===== config.mk =====
export PLATFORM = sky130hd
export DESIGN_NAME = interval_ppg_pulse_timer
export DESIGN_NICKNAME = d
export VERILOG_FILES = /design/src/timer_pkg.sv /design/src/interval_ppg_pulse_timer.sv
export SDC_FILE = /design/constraint.sdc
export NUM_CORES = 1
export LEC_CHECK = 0
export ABC_AREA = 1
export BUFFER_PORTS_ARGS = -buffer_cell sky130_fd_sc_hd__buf_2
export CORE_MARGIN = 2
export CORE_UTILIZATION = 30
export CTS_CLUSTER_SIZE = 8
export DETAILED_ROUTE_END_ITERATION = 12
export GPL_ROUTABILITY_DRIVEN = 0
export GPL_TIMING_DRIVEN = 1
export PLACE_DENSITY_LB_ADDON = 0.3
export SYNTH_ARGS = -nofsm -noshare
export SYNTH_HDL_FRONTEND = slang
export SYNTH_SLANG_ARGS = --single-unit

===== constraint.sdc =====
create_clock -name clk -period 3.8 [get_ports clk]
set_clock_uncertainty 0.1 [all_clocks]
set_input_delay 0.57 -clock clk [delete_from_list [all_inputs] [get_ports clk]]
set_output_delay 0.57 -clock clk [all_outputs]
set_load 0.01 [all_outputs]

===== src/timer_pkg.sv =====
// Package with register offsets, field positions, encodings and reset values of the timer.
package timer_pkg;
	localparam int ADDR_W = 3;
	localparam int DATA_W = 16;
	// Register offsets on the plain register port.
	localparam logic [2:0] OFS_MODE = 3'h0;
	localparam logic [2:0] OFS_CCC = 3'h1;
	localparam logic [2:0] OFS_PERIOD = 3'h2;
	localparam logic [2:0] OFS_DUTY = 3'h3;
	localparam logic [2:0] OFS_COUNT = 3'h4;
	localparam logic [2:0] OFS_PRESC = 3'h5;
	localparam logic [2:0] OFS_OUTCTL = 3'h6;
	localparam logic [2:0] OFS_STATUS = 3'h7;
	// Field positions.
	localparam int CCC_PERIOD_CAP = 0;
	localparam int CCC_DUTY_CAP = 1;
	localparam int CCC_PERIOD_INV_A = 2;
	localparam int PRESC_CLK_LSB = 0;
	localparam int PRESC_EDGE_A_LSB = 4;
	localparam int PRESC_EDGE_B_LSB = 6;
	localparam int OUT_ENABLE = 0;
	localparam int OUT_PERIOD_INV = 1;
	localparam int OUT_DUTY_INV = 2;
	localparam int STAT_OVERFLOW = 0;
	// Reset values.
	localparam logic [15:0] RESET_ZERO = 16'h0000;
	localparam logic [7:0] PRESC_RESET = 8'h00;
	// Counter limit and prescaler taps.
	localparam logic [15:0] COUNT_MAX = 16'hFFFF;
	localparam logic [7:0] DIV4_TAP = 8'h03;
	localparam logic [7:0] DIV256_TAP = 8'hFF;
	localparam logic [7:0] DIV4_MASK = 8'h03;
	// Operating modes of the counter.
	typedef enum logic [1:0] {
		MODE_STOP,
		MODE_FREE_RUN,
		MODE_CLEAR_MATCH,
		MODE_CLEAR_EDGE_A
	} mode_t;
	// Count clock sources.
	typedef enum logic [1:0] {
		CLK_SYS,
		CLK_DIV4,
		CLK_DIV256,
		CLK_EDGE_A
	} clk_sel_t;
	// Input edge selections.
	localparam logic [1:0] EDGE_FALL = 2'h0;
	localparam logic [1:0] EDGE_RISE = 2'h1;
	localparam logic [1:0] EDGE_BOTH = 2'h3;
endpackage


===== src/interval_ppg_pulse_timer.sv =====
// Sixteen-bit timer with interval, pulse generator and pulse width capture modes.
//
// Implementation choices: the register offsets and the strobed register port.
`timescale 1ns/1ps
`default_nettype none
// Summary of operation
// Interval mode clears counter on period match, keeps counting, raises period request.
// Count clock comes from the two-bit select field in prescaler bits 1:0.
// Period request interval is compare value plus one count clocks.
// In clear-on-match mode overflow sets only when the period value is FFFFH.
// Software leaves the period register alone while interval or pulse mode runs.
// Interval setup order: capture control, period, prescaler, then mode start.
// Pulse mode drives a rectangular wave; period sets cycle, duty sets width.
// Software keeps duty value strictly below the period value.
// Pulse period is period plus one; duty ratio is duty plus one over that.
// Pulse setup order: control, period, duty, output control, prescaler, mode.
// Duty change while running follows the disable, write, wait, re-enable sequence.
// Capture inputs sampled at the count clock; valid level needed twice in succession. The code samples every cycle when input A is the clock.
// Width measured by free-running counter or by restarting on input A edges.
// Free-running: input A edge copies counter into duty register, raises duty request.
// Single-register measurement uses both edges on input A.
// Input B edge copies counter into period register and raises period request.
// Dual measurement uses both edges on both inputs set as inputs.
// Software reads capture, checks overflow, computes width, clears overflow.
// Measurement setup order: capture control, prescaler, then mode start.
// Edge field: 00 falling, 01 rising, 10 prohibited, 11 both edges.
// Clock field: 00 system, 01 divide by 4, 10 divide by 256, 11 input A edge.
// Output toggles on duty match or period match only when its enable is set.
// Output enable low holds the pin at 0; high makes it follow the flip-flop.
// Free-running counter wraps FFFFH to 0000H and sets overflow on the wrap.
// Pulse mode toggles on both matches, giving width of duty plus one.
module interval_ppg_pulse_timer
	import timer_pkg::*;
(
	input wire logic clk,
	input wire logic resetn,
	input wire logic [timer_pkg::ADDR_W-1:0] addr,
	input wire logic [timer_pkg::DATA_W-1:0] wdata,
	input wire logic wr,
	input wire logic rd,
	output logic [timer_pkg::DATA_W-1:0] rdata_q,
	input wire logic timer_input_a,
	input wire logic timer_input_b,
	output logic timer_output_pin,
	output logic period_match_irq,
	output logic duty_capture_irq
);
	import timer_pkg::*;

	// Two-flop synchronisers, noise filters and edge detection for both inputs.
	logic [1:0] pin_in;
	logic [1:0] meta_q;
	logic [1:0] sync_q;
	logic [1:0] hist_q;
	logic [1:0] hist_d;
	logic [1:0] filt_q;
	logic [1:0] filt_d;
	logic [1:0] prev_q;
	logic [1:0] rise;
	logic [1:0] fall;
	logic sample;

	// Control and data state.
	mode_t mode_q;
	mode_t mode_d;
	logic [2:0] ccc_q;
	logic [2:0] ccc_d;
	logic [7:0] presc_q;
	logic [7:0] presc_d;
	logic [2:0] outctl_q;
	logic [2:0] outctl_d;
	logic [15:0] period_q;
	logic [15:0] period_d;
	logic [15:0] duty_q;
	logic [15:0] duty_d;
	logic [15:0] count_q;
	logic [15:0] count_d;
	logic [7:0] div_q;
	logic [7:0] div_d;
	logic ovf_q;
	logic ovf_d;
	logic ff_q;
	logic ff_d;
	logic pin_d;
	logic pirq_d;
	logic dirq_d;
	logic [15:0] rdata_d;

	// Decoded helpers.
	logic running;
	logic tick;
	logic edge_a;
	logic edge_b;
	logic inv_edge_a;
	logic period_hit;
	logic duty_hit;
	clk_sel_t clk_sel;

	assign pin_in = {timer_input_b, timer_input_a};
	assign clk_sel = clk_sel_t'(presc_q[PRESC_CLK_LSB +: 2]);
	assign running = (mode_q != MODE_STOP);

	// Inputs are sampled at the count clock, or every cycle when input A is the clock.
	assign sample = (clk_sel == CLK_EDGE_A) ? 1'b1 : tick;

	// Picks the edge requested by a two-bit edge field; the prohibited code yields none.
	function automatic logic edge_hit(input logic [1:0] sel, input logic r, input logic f);
		logic hit;
		hit = 1'b0;
		if (sel == EDGE_FALL) begin
			hit = f;
		end else if (sel == EDGE_RISE) begin
			hit = r;
		end else if (sel == EDGE_BOTH) begin
			hit = r | f;
		end
		return hit;
	endfunction

	genvar gi;
	generate
		for (gi = 0; gi < 2; gi++) begin : g_in
			// The filtered level moves only after two equal samples in a row.
			always_comb begin
				hist_d[gi] = hist_q[gi];
				filt_d[gi] = filt_q[gi];
				if (sample) begin
					hist_d[gi] = sync_q[gi];
					if (hist_q[gi] == sync_q[gi]) begin
						filt_d[gi] = sync_q[gi];
					end
				end
			end

			// Synchroniser and filter registers.
			always_ff @(posedge clk) begin
				if (!resetn) begin
					meta_q[gi] <= 1'b0;
					sync_q[gi] <= 1'b0;
					hist_q[gi] <= 1'b0;
					filt_q[gi] <= 1'b0;
					prev_q[gi] <= 1'b0;
				end else begin
					meta_q[gi] <= pin_in[gi];
					sync_q[gi] <= meta_q[gi];
					hist_q[gi] <= hist_d[gi];
					filt_q[gi] <= filt_d[gi];
					prev_q[gi] <= filt_q[gi];
				end
			end

			assign rise[gi] = filt_q[gi] & ~prev_q[gi];
			assign fall[gi] = ~filt_q[gi] & prev_q[gi];
		end
	endgenerate

	assign edge_a = edge_hit(presc_q[PRESC_EDGE_A_LSB +: 2], rise[0], fall[0]);
	assign edge_b = edge_hit(presc_q[PRESC_EDGE_B_LSB +: 2], rise[1], fall[1]);
	// The edge opposite to the capture edge of input A, for the second capture register.
	assign inv_edge_a = (rise[0] | fall[0]) & ~edge_a;

	// Count clock strobe from the prescaler or the valid edge of input A.
	always_comb begin
		tick = 1'b0;
		case (clk_sel)
			CLK_SYS: tick = 1'b1;
			CLK_DIV4: tick = ((div_q & DIV4_MASK) == DIV4_TAP);
			CLK_DIV256: tick = (div_q == DIV256_TAP);
			CLK_EDGE_A: tick = edge_a;
			default: tick = 1'b0;
		endcase
		tick = tick & running;
	end

	assign period_hit = (count_q == period_q);
	assign duty_hit = (count_q == duty_q);

	// Next state of the counter, compare registers, output flip-flop and register port.
	always_comb begin
		mode_d = mode_q;
		ccc_d = ccc_q;
		presc_d = presc_q;
		outctl_d = outctl_q;
		period_d = period_q;
		duty_d = duty_q;
		count_d = count_q;
		ovf_d = ovf_q;
		ff_d = ff_q;
		pirq_d = 1'b0;
		dirq_d = 1'b0;
		rdata_d = RESET_ZERO;
		div_d = running ? div_q + 8'h01 : PRESC_RESET;

		// Software writes; hardware events below take priority over them.
		if (wr) begin
			if (addr == OFS_MODE) begin
				mode_d = mode_t'(wdata[1:0]);
			end else if (addr == OFS_CCC) begin
				ccc_d = wdata[2:0];
			end else if (addr == OFS_PERIOD) begin
				period_d = wdata;
			end else if (addr == OFS_DUTY) begin
				duty_d = wdata;
			end else if (addr == OFS_COUNT) begin
				count_d = count_q;
			end else if (addr == OFS_PRESC) begin
				presc_d = wdata[7:0];
			end else if (addr == OFS_OUTCTL) begin
				outctl_d = wdata[2:0];
			end else if (addr == OFS_STATUS) begin
				if (wdata[STAT_OVERFLOW]) begin
					ovf_d = 1'b0;
				end
			end
		end

		// A start from the stop state begins at zero with the output preset.
		if (!running && wr && addr == OFS_MODE && wdata[1:0] != 2'h0) begin
			count_d = RESET_ZERO;
			ff_d = outctl_q[OUT_PERIOD_INV];
		end

		// Counting and compare matches.
		if (tick) begin
			case (mode_q)
				MODE_CLEAR_MATCH: begin
					if (period_hit) begin
						count_d = RESET_ZERO;
						pirq_d = 1'b1;
						if (count_q == COUNT_MAX) begin
							ovf_d = 1'b1;
						end
						if (outctl_q[OUT_PERIOD_INV]) begin
							ff_d = ~ff_d;
						end
					end else begin
						count_d = count_q + 16'h0001;
					end
					if (duty_hit && !period_hit) begin
						dirq_d = 1'b1;
						if (outctl_q[OUT_DUTY_INV]) begin
							ff_d = ~ff_d;
						end
					end
				end
				MODE_FREE_RUN, MODE_CLEAR_EDGE_A: begin
					count_d = count_q + 16'h0001;
					if (count_q == COUNT_MAX) begin
						ovf_d = 1'b1;
					end
				end
				default: count_d = count_q;
			endcase
		end

		// Captures in the measurement modes.
		if (mode_q == MODE_FREE_RUN || mode_q == MODE_CLEAR_EDGE_A) begin
			if (edge_a && ccc_q[CCC_DUTY_CAP]) begin
				duty_d = count_q;
				dirq_d = 1'b1;
				if (mode_q == MODE_CLEAR_EDGE_A) begin
					count_d = RESET_ZERO;
				end
			end
			if (ccc_q[CCC_PERIOD_CAP]) begin
				if (ccc_q[CCC_PERIOD_INV_A]) begin
					if (inv_edge_a) begin
						period_d = count_q;
					end
				end else if (edge_b) begin
					period_d = count_q;
					pirq_d = 1'b1;
				end
			end
		end

		// Stopping the timer clears the counter and the output flip-flop.
		if (mode_d == MODE_STOP) begin
			count_d = RESET_ZERO;
			ff_d = 1'b0;
		end

		pin_d = outctl_d[OUT_ENABLE] & ff_d;

		// Read data for the cycle after the read strobe; cycles without a read give zero.
		if (rd) begin
			if (addr == OFS_MODE) begin
				rdata_d = {14'h0000, mode_q};
			end else if (addr == OFS_CCC) begin
				rdata_d = {13'h0000, ccc_q};
			end else if (addr == OFS_PERIOD) begin
				rdata_d = period_q;
			end else if (addr == OFS_DUTY) begin
				rdata_d = duty_q;
			end else if (addr == OFS_COUNT) begin
				rdata_d = count_q;
			end else if (addr == OFS_PRESC) begin
				rdata_d = {8'h00, presc_q};
			end else if (addr == OFS_OUTCTL) begin
				rdata_d = {13'h0000, outctl_q};
			end else if (addr == OFS_STATUS) begin
				rdata_d = {14'h0000, ff_q, ovf_q};
			end
		end
	end

	// Registers of the timer state and outputs.
	always_ff @(posedge clk) begin
		if (!resetn) begin
			mode_q <= MODE_STOP;
			ccc_q <= 3'h0;
			presc_q <= PRESC_RESET;
			outctl_q <= 3'h0;
			period_q <= RESET_ZERO;
			duty_q <= RESET_ZERO;
			count_q <= RESET_ZERO;
			div_q <= PRESC_RESET;
			ovf_q <= 1'b0;
			ff_q <= 1'b0;
			timer_output_pin <= 1'b0;
			period_match_irq <= 1'b0;
			duty_capture_irq <= 1'b0;
			rdata_q <= RESET_ZERO;
		end else begin
			mode_q <= mode_d;
			ccc_q <= ccc_d;
			presc_q <= presc_d;
			outctl_q <= outctl_d;
			period_q <= period_d;
			duty_q <= duty_d;
			count_q <= count_d;
			div_q <= div_d;
			ovf_q <= ovf_d;
			ff_q <= ff_d;
			timer_output_pin <= pin_d;
			period_match_irq <= pirq_d;
			duty_capture_irq <= dirq_d;
			rdata_q <= rdata_d;
		end
	end
endmodule
`default_nettype wire


# After elaboration in Yosys (flattened, before gate mapping)
# Index checks and enable logic that the tools add are counted.
# op_classes
n_addsub	2
n_eq_ne	24
muxes	85
bitwise	24
reduce_logical	26
# ops
op	n
2-to-1 mux 16 bit	25
2-to-1 mux 1 bit	50
== test 16 bit	2
one-hot mux 16 bit (2 select lines)	1
adder 16 x 1 -> 16 bit (second input constant)	1
== test 16 bit (second input constant)	1
inverter 1 bit	15
== test 2 bit (second input constant)	7
== test 3 bit (second input constant)	4
adder 8 x 1 -> 8 bit (second input constant)	1
== test 2 x 1 -> 1 bit (second input constant)	4
== test 8 bit (second input constant)	1
zero test 2 bit	4
2-to-1 mux 2 bit	4
2-to-1 mux 8 bit	1
AND reduction 2 bit	4
AND reduction 8 bit	1
AND 1 bit	7
AND reduction 7 bit	1
== test 3 x 2 -> 1 bit (second input constant)	2
2-to-1 mux 3 bit	2
logical AND 1 bit	5
one-hot mux 1 bit (4 select lines)	1
nonzero test 2 bit	2
11 further kinds	15
# word_totals
regBits	103
in_bits	25
output_inout_bits	19
elab_cells	188

# Longest topological paths before layout
# Gate-level depths: netlist of run 1.
# depth
word_depth	18
mapped_depth	16
depth_no_buf	15

# Worst setup path before layout of run 1
# Ideal clock, no wire load.
# synth_timing
kind	reg-to-reg
from	reg filt_q[0]
to	reg count_q[14]
setup_time_ps	70
arrival_time_ps	1716
t_required_ps	3630
setup_slack_ps	1914
stages_incl_launch_ff	13
n_path_buf	1
synth_period_minus_slack_ps	1886
cell_sequence	dfxtp_1 > inv_1 > ha_1 > nand2_1 > o211ai_1 > nand2_1 > nand3_1 > a21oi_4 > nand2_2 > inv_2 > buf_6 > nand3b_1 > a21oi_1
# synth_between
elab_chain_cells	12
word_cells_on_any_way	14
classes_between	8 x mux; 5 x bitwise; 1 x reduce/logical
# synth_lines
element	line	text
start: declaration	interval_ppg_pulse_timer.sv:56	logic [1:0] filt_q;
start signal: indexed assignment	interval_ppg_pulse_timer.sv:147	filt_q[gi] <= filt_d[gi];
inverter 1 bit	interval_ppg_pulse_timer.sv:153	assign fall[gi] = ~filt_q[gi] & prev_q[gi];
AND 1 bit	interval_ppg_pulse_timer.sv:153	
bitwise OR 1 bit	interval_ppg_pulse_timer.sv:115	hit = r | f;
2-to-1 mux 1 bit	interval_ppg_pulse_timer.sv:114	end else if (sel == EDGE_BOTH) begin
2-to-1 mux 1 bit	interval_ppg_pulse_timer.sv:112	end else if (sel == EDGE_RISE) begin
2-to-1 mux 1 bit *	interval_ppg_pulse_timer.sv:110	if (sel == EDGE_FALL) begin
one-hot mux 1 bit (4 select lines)	interval_ppg_pulse_timer.sv:165	case (clk_sel)
AND 1 bit	interval_ppg_pulse_timer.sv:172	tick = tick & running;
2-to-1 mux 16 bit	interval_ppg_pulse_timer.sv:224	if (tick) begin
2-to-1 mux 16 bit	interval_ppg_pulse_timer.sv:261	if (mode_q == MODE_CLEAR_EDGE_A) begin
2-to-1 mux 16 bit	interval_ppg_pulse_timer.sv:258	if (edge_a && ccc_q[CCC_DUTY_CAP]) begin
2-to-1 mux 16 bit *	interval_ppg_pulse_timer.sv:257	if (mode_q == MODE_FREE_RUN || mode_q == MODE_CLEAR_EDGE_A) begin
end signal: assignment	interval_ppg_pulse_timer.sv:331	count_q <= count_d;
end: declaration	interval_ppg_pulse_timer.sv:76	logic [15:0] count_q;
# Mark *: on every way between the ends. The rest lies on a longest branch, timed or not.
# A chain may end at the register's enable or synchronous reset.

# Worst setup path in the final report of run 1
# layout_timing
from	reg filt_q[0]
to	reg duty_q[1]
# layout_between
elab_chain_cells	9
word_cells_on_any_way	10
classes_between	5 x mux; 4 x bitwise; 1 x reduce/logical
# layout_lines
element	line	text
inverter 1 bit	interval_ppg_pulse_timer.sv:153	
AND 1 bit	interval_ppg_pulse_timer.sv:153	
bitwise OR 1 bit	interval_ppg_pulse_timer.sv:115	
2-to-1 mux 1 bit	interval_ppg_pulse_timer.sv:114	
2-to-1 mux 1 bit	interval_ppg_pulse_timer.sv:112	
2-to-1 mux 1 bit *	interval_ppg_pulse_timer.sv:110	
logical AND 1 bit *	interval_ppg_pulse_timer.sv:258	
2-to-1 mux 16 bit *	interval_ppg_pulse_timer.sv:258	
2-to-1 mux 16 bit *	interval_ppg_pulse_timer.sv:257	
end signal: assignment	interval_ppg_pulse_timer.sv:330	duty_q <= duty_d;
end: declaration	interval_ppg_pulse_timer.sv:74	logic [15:0] duty_q;
# Marks and branches as above.

==> results.yml, run 1 <==
die:
  die_h_um: 141
  fp.dieW_um: 141
  die_area_mm2: 0.0198
  pin_count: 44
  start_util_pct: 30.3
  core_mm2: 0.0185
  rows: 50
clocking:
  cts_tree: "done"
  numClockSinks: 103
  cts.path.max_buffers: 2
  clock_latency_ns: 0.35
  cts.clk_slew.worst_paths_ns: 0.07
  h-tree-depth: 3
  cts-root-buf: "clkbuf_16"
  cts-resized-gates: 0
  post_cts_buffers: 0
  postCtsHoldBufs: 0
  numCtsBuffers: 9
critical_path:
  crit_required_ns: 3.98
  crit_family: "buffers and inverters"
  r2r-start: "filt_q[0]"
  r2r_slack_ns: 1.37
  slowest_stage: "inv_1"
  worstSetupPathType: "reg -> reg"
  r2r_cells: 9
  path_buf_inv: 2
  path_max_fanout: 32
  arrival_ns: 2.61
  cp_cell_sequence: "inv_1 > ha_1 > nand2_1 > o211ai_1 > nand2_1 > nand3_1 > inv_1 > o21ai_0 > a21oi_1"
  reg2reg_to: "duty_q[1]"
  start_kind: "flip-flop"
  cp-end-kind: "flip-flop"
  cpPeakStageDelay_ns: 0.74
sta:
  finalSetupTns_ns: 0
  hold_viol: 0
  tightestPinTransition_ns: 0.968
  hold_ws_ns: 0.300
  period_share_pct: 64.1
  rsz0062_at_grt: "no"
  fin_ws_ns: 1.37
  setup_viol: 0
  slew_viol_final: 0
  max_slew_margin_pct: 35.4
  fmax_mhz: 411
  post-route-min-period_ns: 2.43
synthesis:
  synthesis.nets: 865
  synthFlopType: "dfxtp_1"
  synth_edf_count: 0
  ys_warn_count: 0
  async_flop_share_pct: 0
  syn-mean-instance-area_um2: 6.73
  syn_inst: 834
  ys_ff_latch: 103
  synthDistinctLibCells: 47
  synth-seq-area-share_pct: 36.7
  synth.cell_area_mm2: 0.00561
finish:
  syn_to_final_growth_pct: 11.5
  fillCellCount: 2012
  final_util_pct: 33.8
  antennaDiodeCount: 0
  layout_commonest_cell: "nand2_1"
  final_nets: 885
  final_cell_mix: "nand2_1, dfxtp_1, inv_1, a21oi_1, nor2_1"
  multi_input_area_mm2: 0.00290
  ff_latch_area_mm2: 0.00206
  drive_gt1_share_pct: 10.8
drt:
  wl_per_cell_um: 14.2
  wl_met3_um: 861
  drt_pass1_iterations: 6
  via_per_inst: 4.84
  ant_nets: 0
  vias: 5280
  drt_iter0_drc: 368
  top_layer_used: "met4"
  met2_length_um: 7080
  drc_errors: 0
  wl_met1_um: 7370
  route.final.wire_length_um: 15500
global_route:
  grt_pass1_vias: 4758
  antenna_found_initial: 0
  grt_usage_pct: 15.9
  grt_overflow: 0
  grt_pass1_wl_um: 24900
  grt_max_degree: 33
min_path:
  min_from: "timer_input_a"
  hold-path-cell-count: 3
  min_path_type: "in -> reg"
  min_to: "meta_q[0]"
place:
  dp_hpwl_um: 11200
  place_worst_setup_slack_ns: 1.42
  portBuffers: 43
pwr:
  peakVddDrop_mv: 0.218
  p_per_area_mw_per_mm2: 376
  cellLeakagePower_nw: 2.52
run:
  drv_cap: 0
outcome:
  status: "finished, final reports clean"
==> kinds of logic after synthesis <==
kind of cell,count (synthesis),share of synthesized area [%]
xor gates and xnor gates,24,3.75
buffers and inverters,150,11.5
and+or+nand+nor,347,26.4
AOI/OAI and AO/OA,204,20.2
adders and majority gates,6,1.34
DFF,103,36.7
==> tightest hold or removal path, delay by kind of cell <==
kind                   cells  cell delay, ns
buffers and inverters      2            0.11
AND/OR/NAND/NOR            1            0.04
==> synth_stat cells (all sizes together), types with 5 or more instances <==
| cell type | n | area share [%] |
|---|---|---|
| a21oi | 81 | 7.4 |
| a31oi | 7 | 0.78 |
| buf | 24 | 3.1 |
| clkbuf | 14 | 0.96 |
| dfxtp | 103 | 37 |
| ha | 6 | 1.3 |
| inv | 111 | 7.4 |
| nand2 | 211 | 14 |
| nand3 | 35 | 3.4 |
| nand4 | 9 | 1.0 |
| nor2 | 73 | 5.5 |
| nor3 | 9 | 1.0 |
| o21ai | 91 | 8.4 |
| o221ai | 5 | 0.78 |
| o22ai | 5 | 0.56 |
| xnor2 | 21 | 3.3 |
==> through the flow <==
step                total power, W  instance area (µm²)  cells
finish                     0.00235                 6260   1092
global route               0.00244                 6260   1092
CTS                        0.00238                 6260   1092
detailed placement         0.00132                 5920   1077
global placement           0.00132                 5920   1077
floorplan                  0.00126                 5610    834
==> flip-flops by register name (all words and copies together), names as in the netlist <==
name              cells
duty_capture_irq      1
prev_q                2
period_match_irq      1
ccc_q                 3
ff_q                  1
meta_q                2
period_q             16
presc_q               8
count_q              16
rdata_q              16
hist_q                2
ovf_q                 1
timer_output_pin      1
duty_q               16
div_q                 8
outctl_q              3
filt_q                2
mode_q                2
sync_q                2
==> metal layers <==
layer / vias up / global-route usage (%)
met5: - / 0
met4: 0 / 3.32
met3: 13 / 4.08
met2: 133 / 26.4
met1: 2385 / 20.9
li1: 2749 / -
==> how the worst max path moves through the flow <==
stage	end	depth (start not counted)	slack [ns]	startpoint
final	duty_q[1]	9	1.37	filt_q[0]
after global routing	duty_q[15]	9	1.10	filt_q[0]
after CTS	duty_q[15]	9	1.41	filt_q[0]
after detailed placement	duty_q[15]	9	1.42	filt_q[0]
after global placement	rdata_q[12]	5	1.44	resetn
after floorplan	count_q[14]	12	1.91	filt_q[0]
==> final cells by class <==
cell class,instances,area share (%)
Inverter,112,6.72
Sequential cell,103,32.9
Clock buffer,9,3.60
Timing Repair Buffer,47,3.92
Clock inverter,6,1.76
Tap cell,234,4.68
Multi-Input combinational cell,581,46.4
==> power breakdown <==
part           internal [W]  switching, W
clock network      0.000639      0.000423
registers           0.00110     0.0000138
logic             0.0000540      0.000130
Note: power is estimated with default switching activity, not from simulation.
==> inputs of run 2 (changes only) <==
Clock period 3.8 ns to 2.3 ns, I/O delays scaled along.
==> run 2 against run 1 <==
Combinational power increased by 71%. Sequential cell count unchanged. Worst setup slack got worse by 1.2 ns. Critical endpoint is now count_q[1]. Largest cell class unchanged. Highest routed layer unchanged.
==> results.yml, run 2 (synthesized netlist as in run 1, its figures left out) <==
outcome:
  status: "finished, final reports clean"
finish:
  syn_to_final_growth_pct: 14.1
  final_cell_mix: "nand2_1, dfxtp_1, inv_1, a21oi_1, nor2_1"
  fillCellCount: 2030
  drive_gt1_share_pct: 12.8
  fin_cells: 1112
  antennaDiodeCount: 0
  final_nets: 904
  multi_input_area_mm2: 0.00290
  ff_latch_area_mm2: 0.00206
  layout_commonest_cell: "nand2_1"
clocking:
  post_cts_buffers: 0
  numCtsBuffers: 9
  cts.path.max_buffers: 2
  cts_tree: "done"
  h-tree-depth: 3
  clock_latency_ns: 0.35
  cts.clk_slew.worst_paths_ns: 0.07
  numClockSinks: 103
  cts-root-buf: "clkbuf_16"
  cts-resized-gates: 0
  postCtsHoldBufs: 0
critical_path:
  start_kind: "flip-flop"
  path_common_cell: "nand2_1"
  cp-end-kind: "flip-flop"
  crit_family: "simple AND/OR/NAND/NOR gates"
  worstSetupPathType: "reg -> reg"
  crit_required_ns: 2.47
  arrival_ns: 2.30
  cpPeakStageDelay_ns: 0.39
  cp_cell_sequence: "inv_1 > ha_1 > nand2_1 > o211ai_1 > nand2_1 > nand3_1 > nand2_1 > o21ai_2 > buf_4 > nand3_1 > a21oi_1"
  path_max_fanout: 12
  path_buf_inv: 2
  slowest_stage: "dfxtp_1"
global_route:
  grt_max_degree: 33
  grt_pass1_wl_um: 25400
  antenna_found_initial: 0
  grt_usage_pct: 16.1
  grt_overflow: 0
  grt_pass1_vias: 4850
drt:
  via_per_inst: 4.81
  vias: 5346
  route.final.wire_length_um: 15600
  drc_errors: 0
  drt_pass1_iterations: 5
  ant_nets: 0
  wl_per_cell_um: 14.0
  drt_iter0_drc: 333
sta:
  period_share_pct: 92.3
  finalSetupTns_ns: 0
  hold_viol: 0
  max_slew_margin_pct: 54.6
  tightestPinTransition_ns: 0.678
  rsz0062_at_grt: "no"
  fmax_mhz: 471
  setup_viol: 0
  post-route-min-period_ns: 2.12
  slew_viol_final: 0
pwr:
  p_seq_share_pct: 48.9
  p_per_area_mw_per_mm2: 585
  pwr-share-clk_pct: 42.6
  cellLeakagePower_nw: 2.61
  power_frac_comb_pct: 8.4
  switching_share_pct: 24.7
  internal_power_w: 0.00282
  peakVddDrop_mv: 0.395
  p_sw_w: 0.000925
die:
  die_area_mm2: 0.0198
  rows: 50
  pin_count: 44
  start_util_pct: 30.3
  fp.dieW_um: 141
  die_h_um: 141
  core_mm2: 0.0185
place:
  dp_hpwl_um: 11600
  dp.cells: 1096
  portBuffers: 43
min_path:
  min_path_type: "in -> reg"
run:
  drv_cap: 0
[run 2: cell count changes in the layout (fill, tap and decap cells not counted), sizes merged]
| cell | before | now |
|---|---|---|
| clkinvlp | 2 | 0 |
| buf | 47 | 66 |
| clkinv | 2 | 3 |
| inv | 111 | 112 |
| clkbuf | 9 | 12 |
| bufinv | 3 | 1 |
[run 2: power by group through the flow]
stage | combinational, W | clock [W] | sequential [W]
floorplan | 0.000207 | 0 | 0.00187
global placement | 0.000314 | 0 | 0.00187
global route | 0.000356 | 0.00172 | 0.00184
finish | 0.000315 | 0.00160 | 0.00183
detailed placement | 0.000314 | 0 | 0.00187
CTS | 0.000316 | 0.00164 | 0.00183
[run 2: worst paths after layout]
check / slack [ns] / cells after the start / endpoint / startpoint
worst max-delay path: 0.18 / 11 / count_q[1] / filt_q[0]
worst min-delay path: 0.08 / 3 / meta_q[0] / timer_input_a
worst max register to register: 0.18 / 11 / count_q[1] / filt_q[0]
worst min register to register: 0.31 / 2 / sync_q[1] / meta_q[1]
[run 2: worst reg2reg max path, delay by kind of cell (launching register included)]
| family | cells | cell delay [ns] |
|---|---|---|
| buffers and inverters | 2 | 0.31 |
| and+or+nand+nor | 5 | 0.55 |
| AOI/OAI and AO/OA | 3 | 0.42 |
| adders and majority gates | 1 | 0.29 |
| DFF | 1 | 0.39 |
[run 2: per-stage QoR]
step	util, %	instance area [µm²]	hold WS [ns]	power, W	setup WS, ns
2_1_floorplan	-	5610	0.290	0.00208	0.414
3_3_place_gp	32.9	6090	0.294	0.00219	0.252
3_5_place_dp	32.9	6090	0.299	0.00219	0.202
4_1_cts	34.6	6400	0.0658	0.00379	0.180
5_1_grt	34.6	6400	0.0763	0.00391	0.0110
6_report	34.6	6400	0.0801	0.00375	0.176
[run 2: layer usage]
layer	wire (µm)	GRT usage, %	part of all wire [%]	vias up
li1	-	-	-	2773
met1	7510	21.7	48	2446
met2	7190	26.8	46	115
met3	709	2.92	4.5	12
met4	172	3.84	1.1	0
met5	0	0	0	-
[run 2: layout make-up]
class	count	share of cell area (%)
Inverter	112	6.60
Clock buffer	12	4.01
Timing Repair Buffer	66	6.45
Multi-Input combinational cell	581	45.3
Clock inverter	4	0.821
Tap cell	234	4.57
Sequential cell	103	32.2
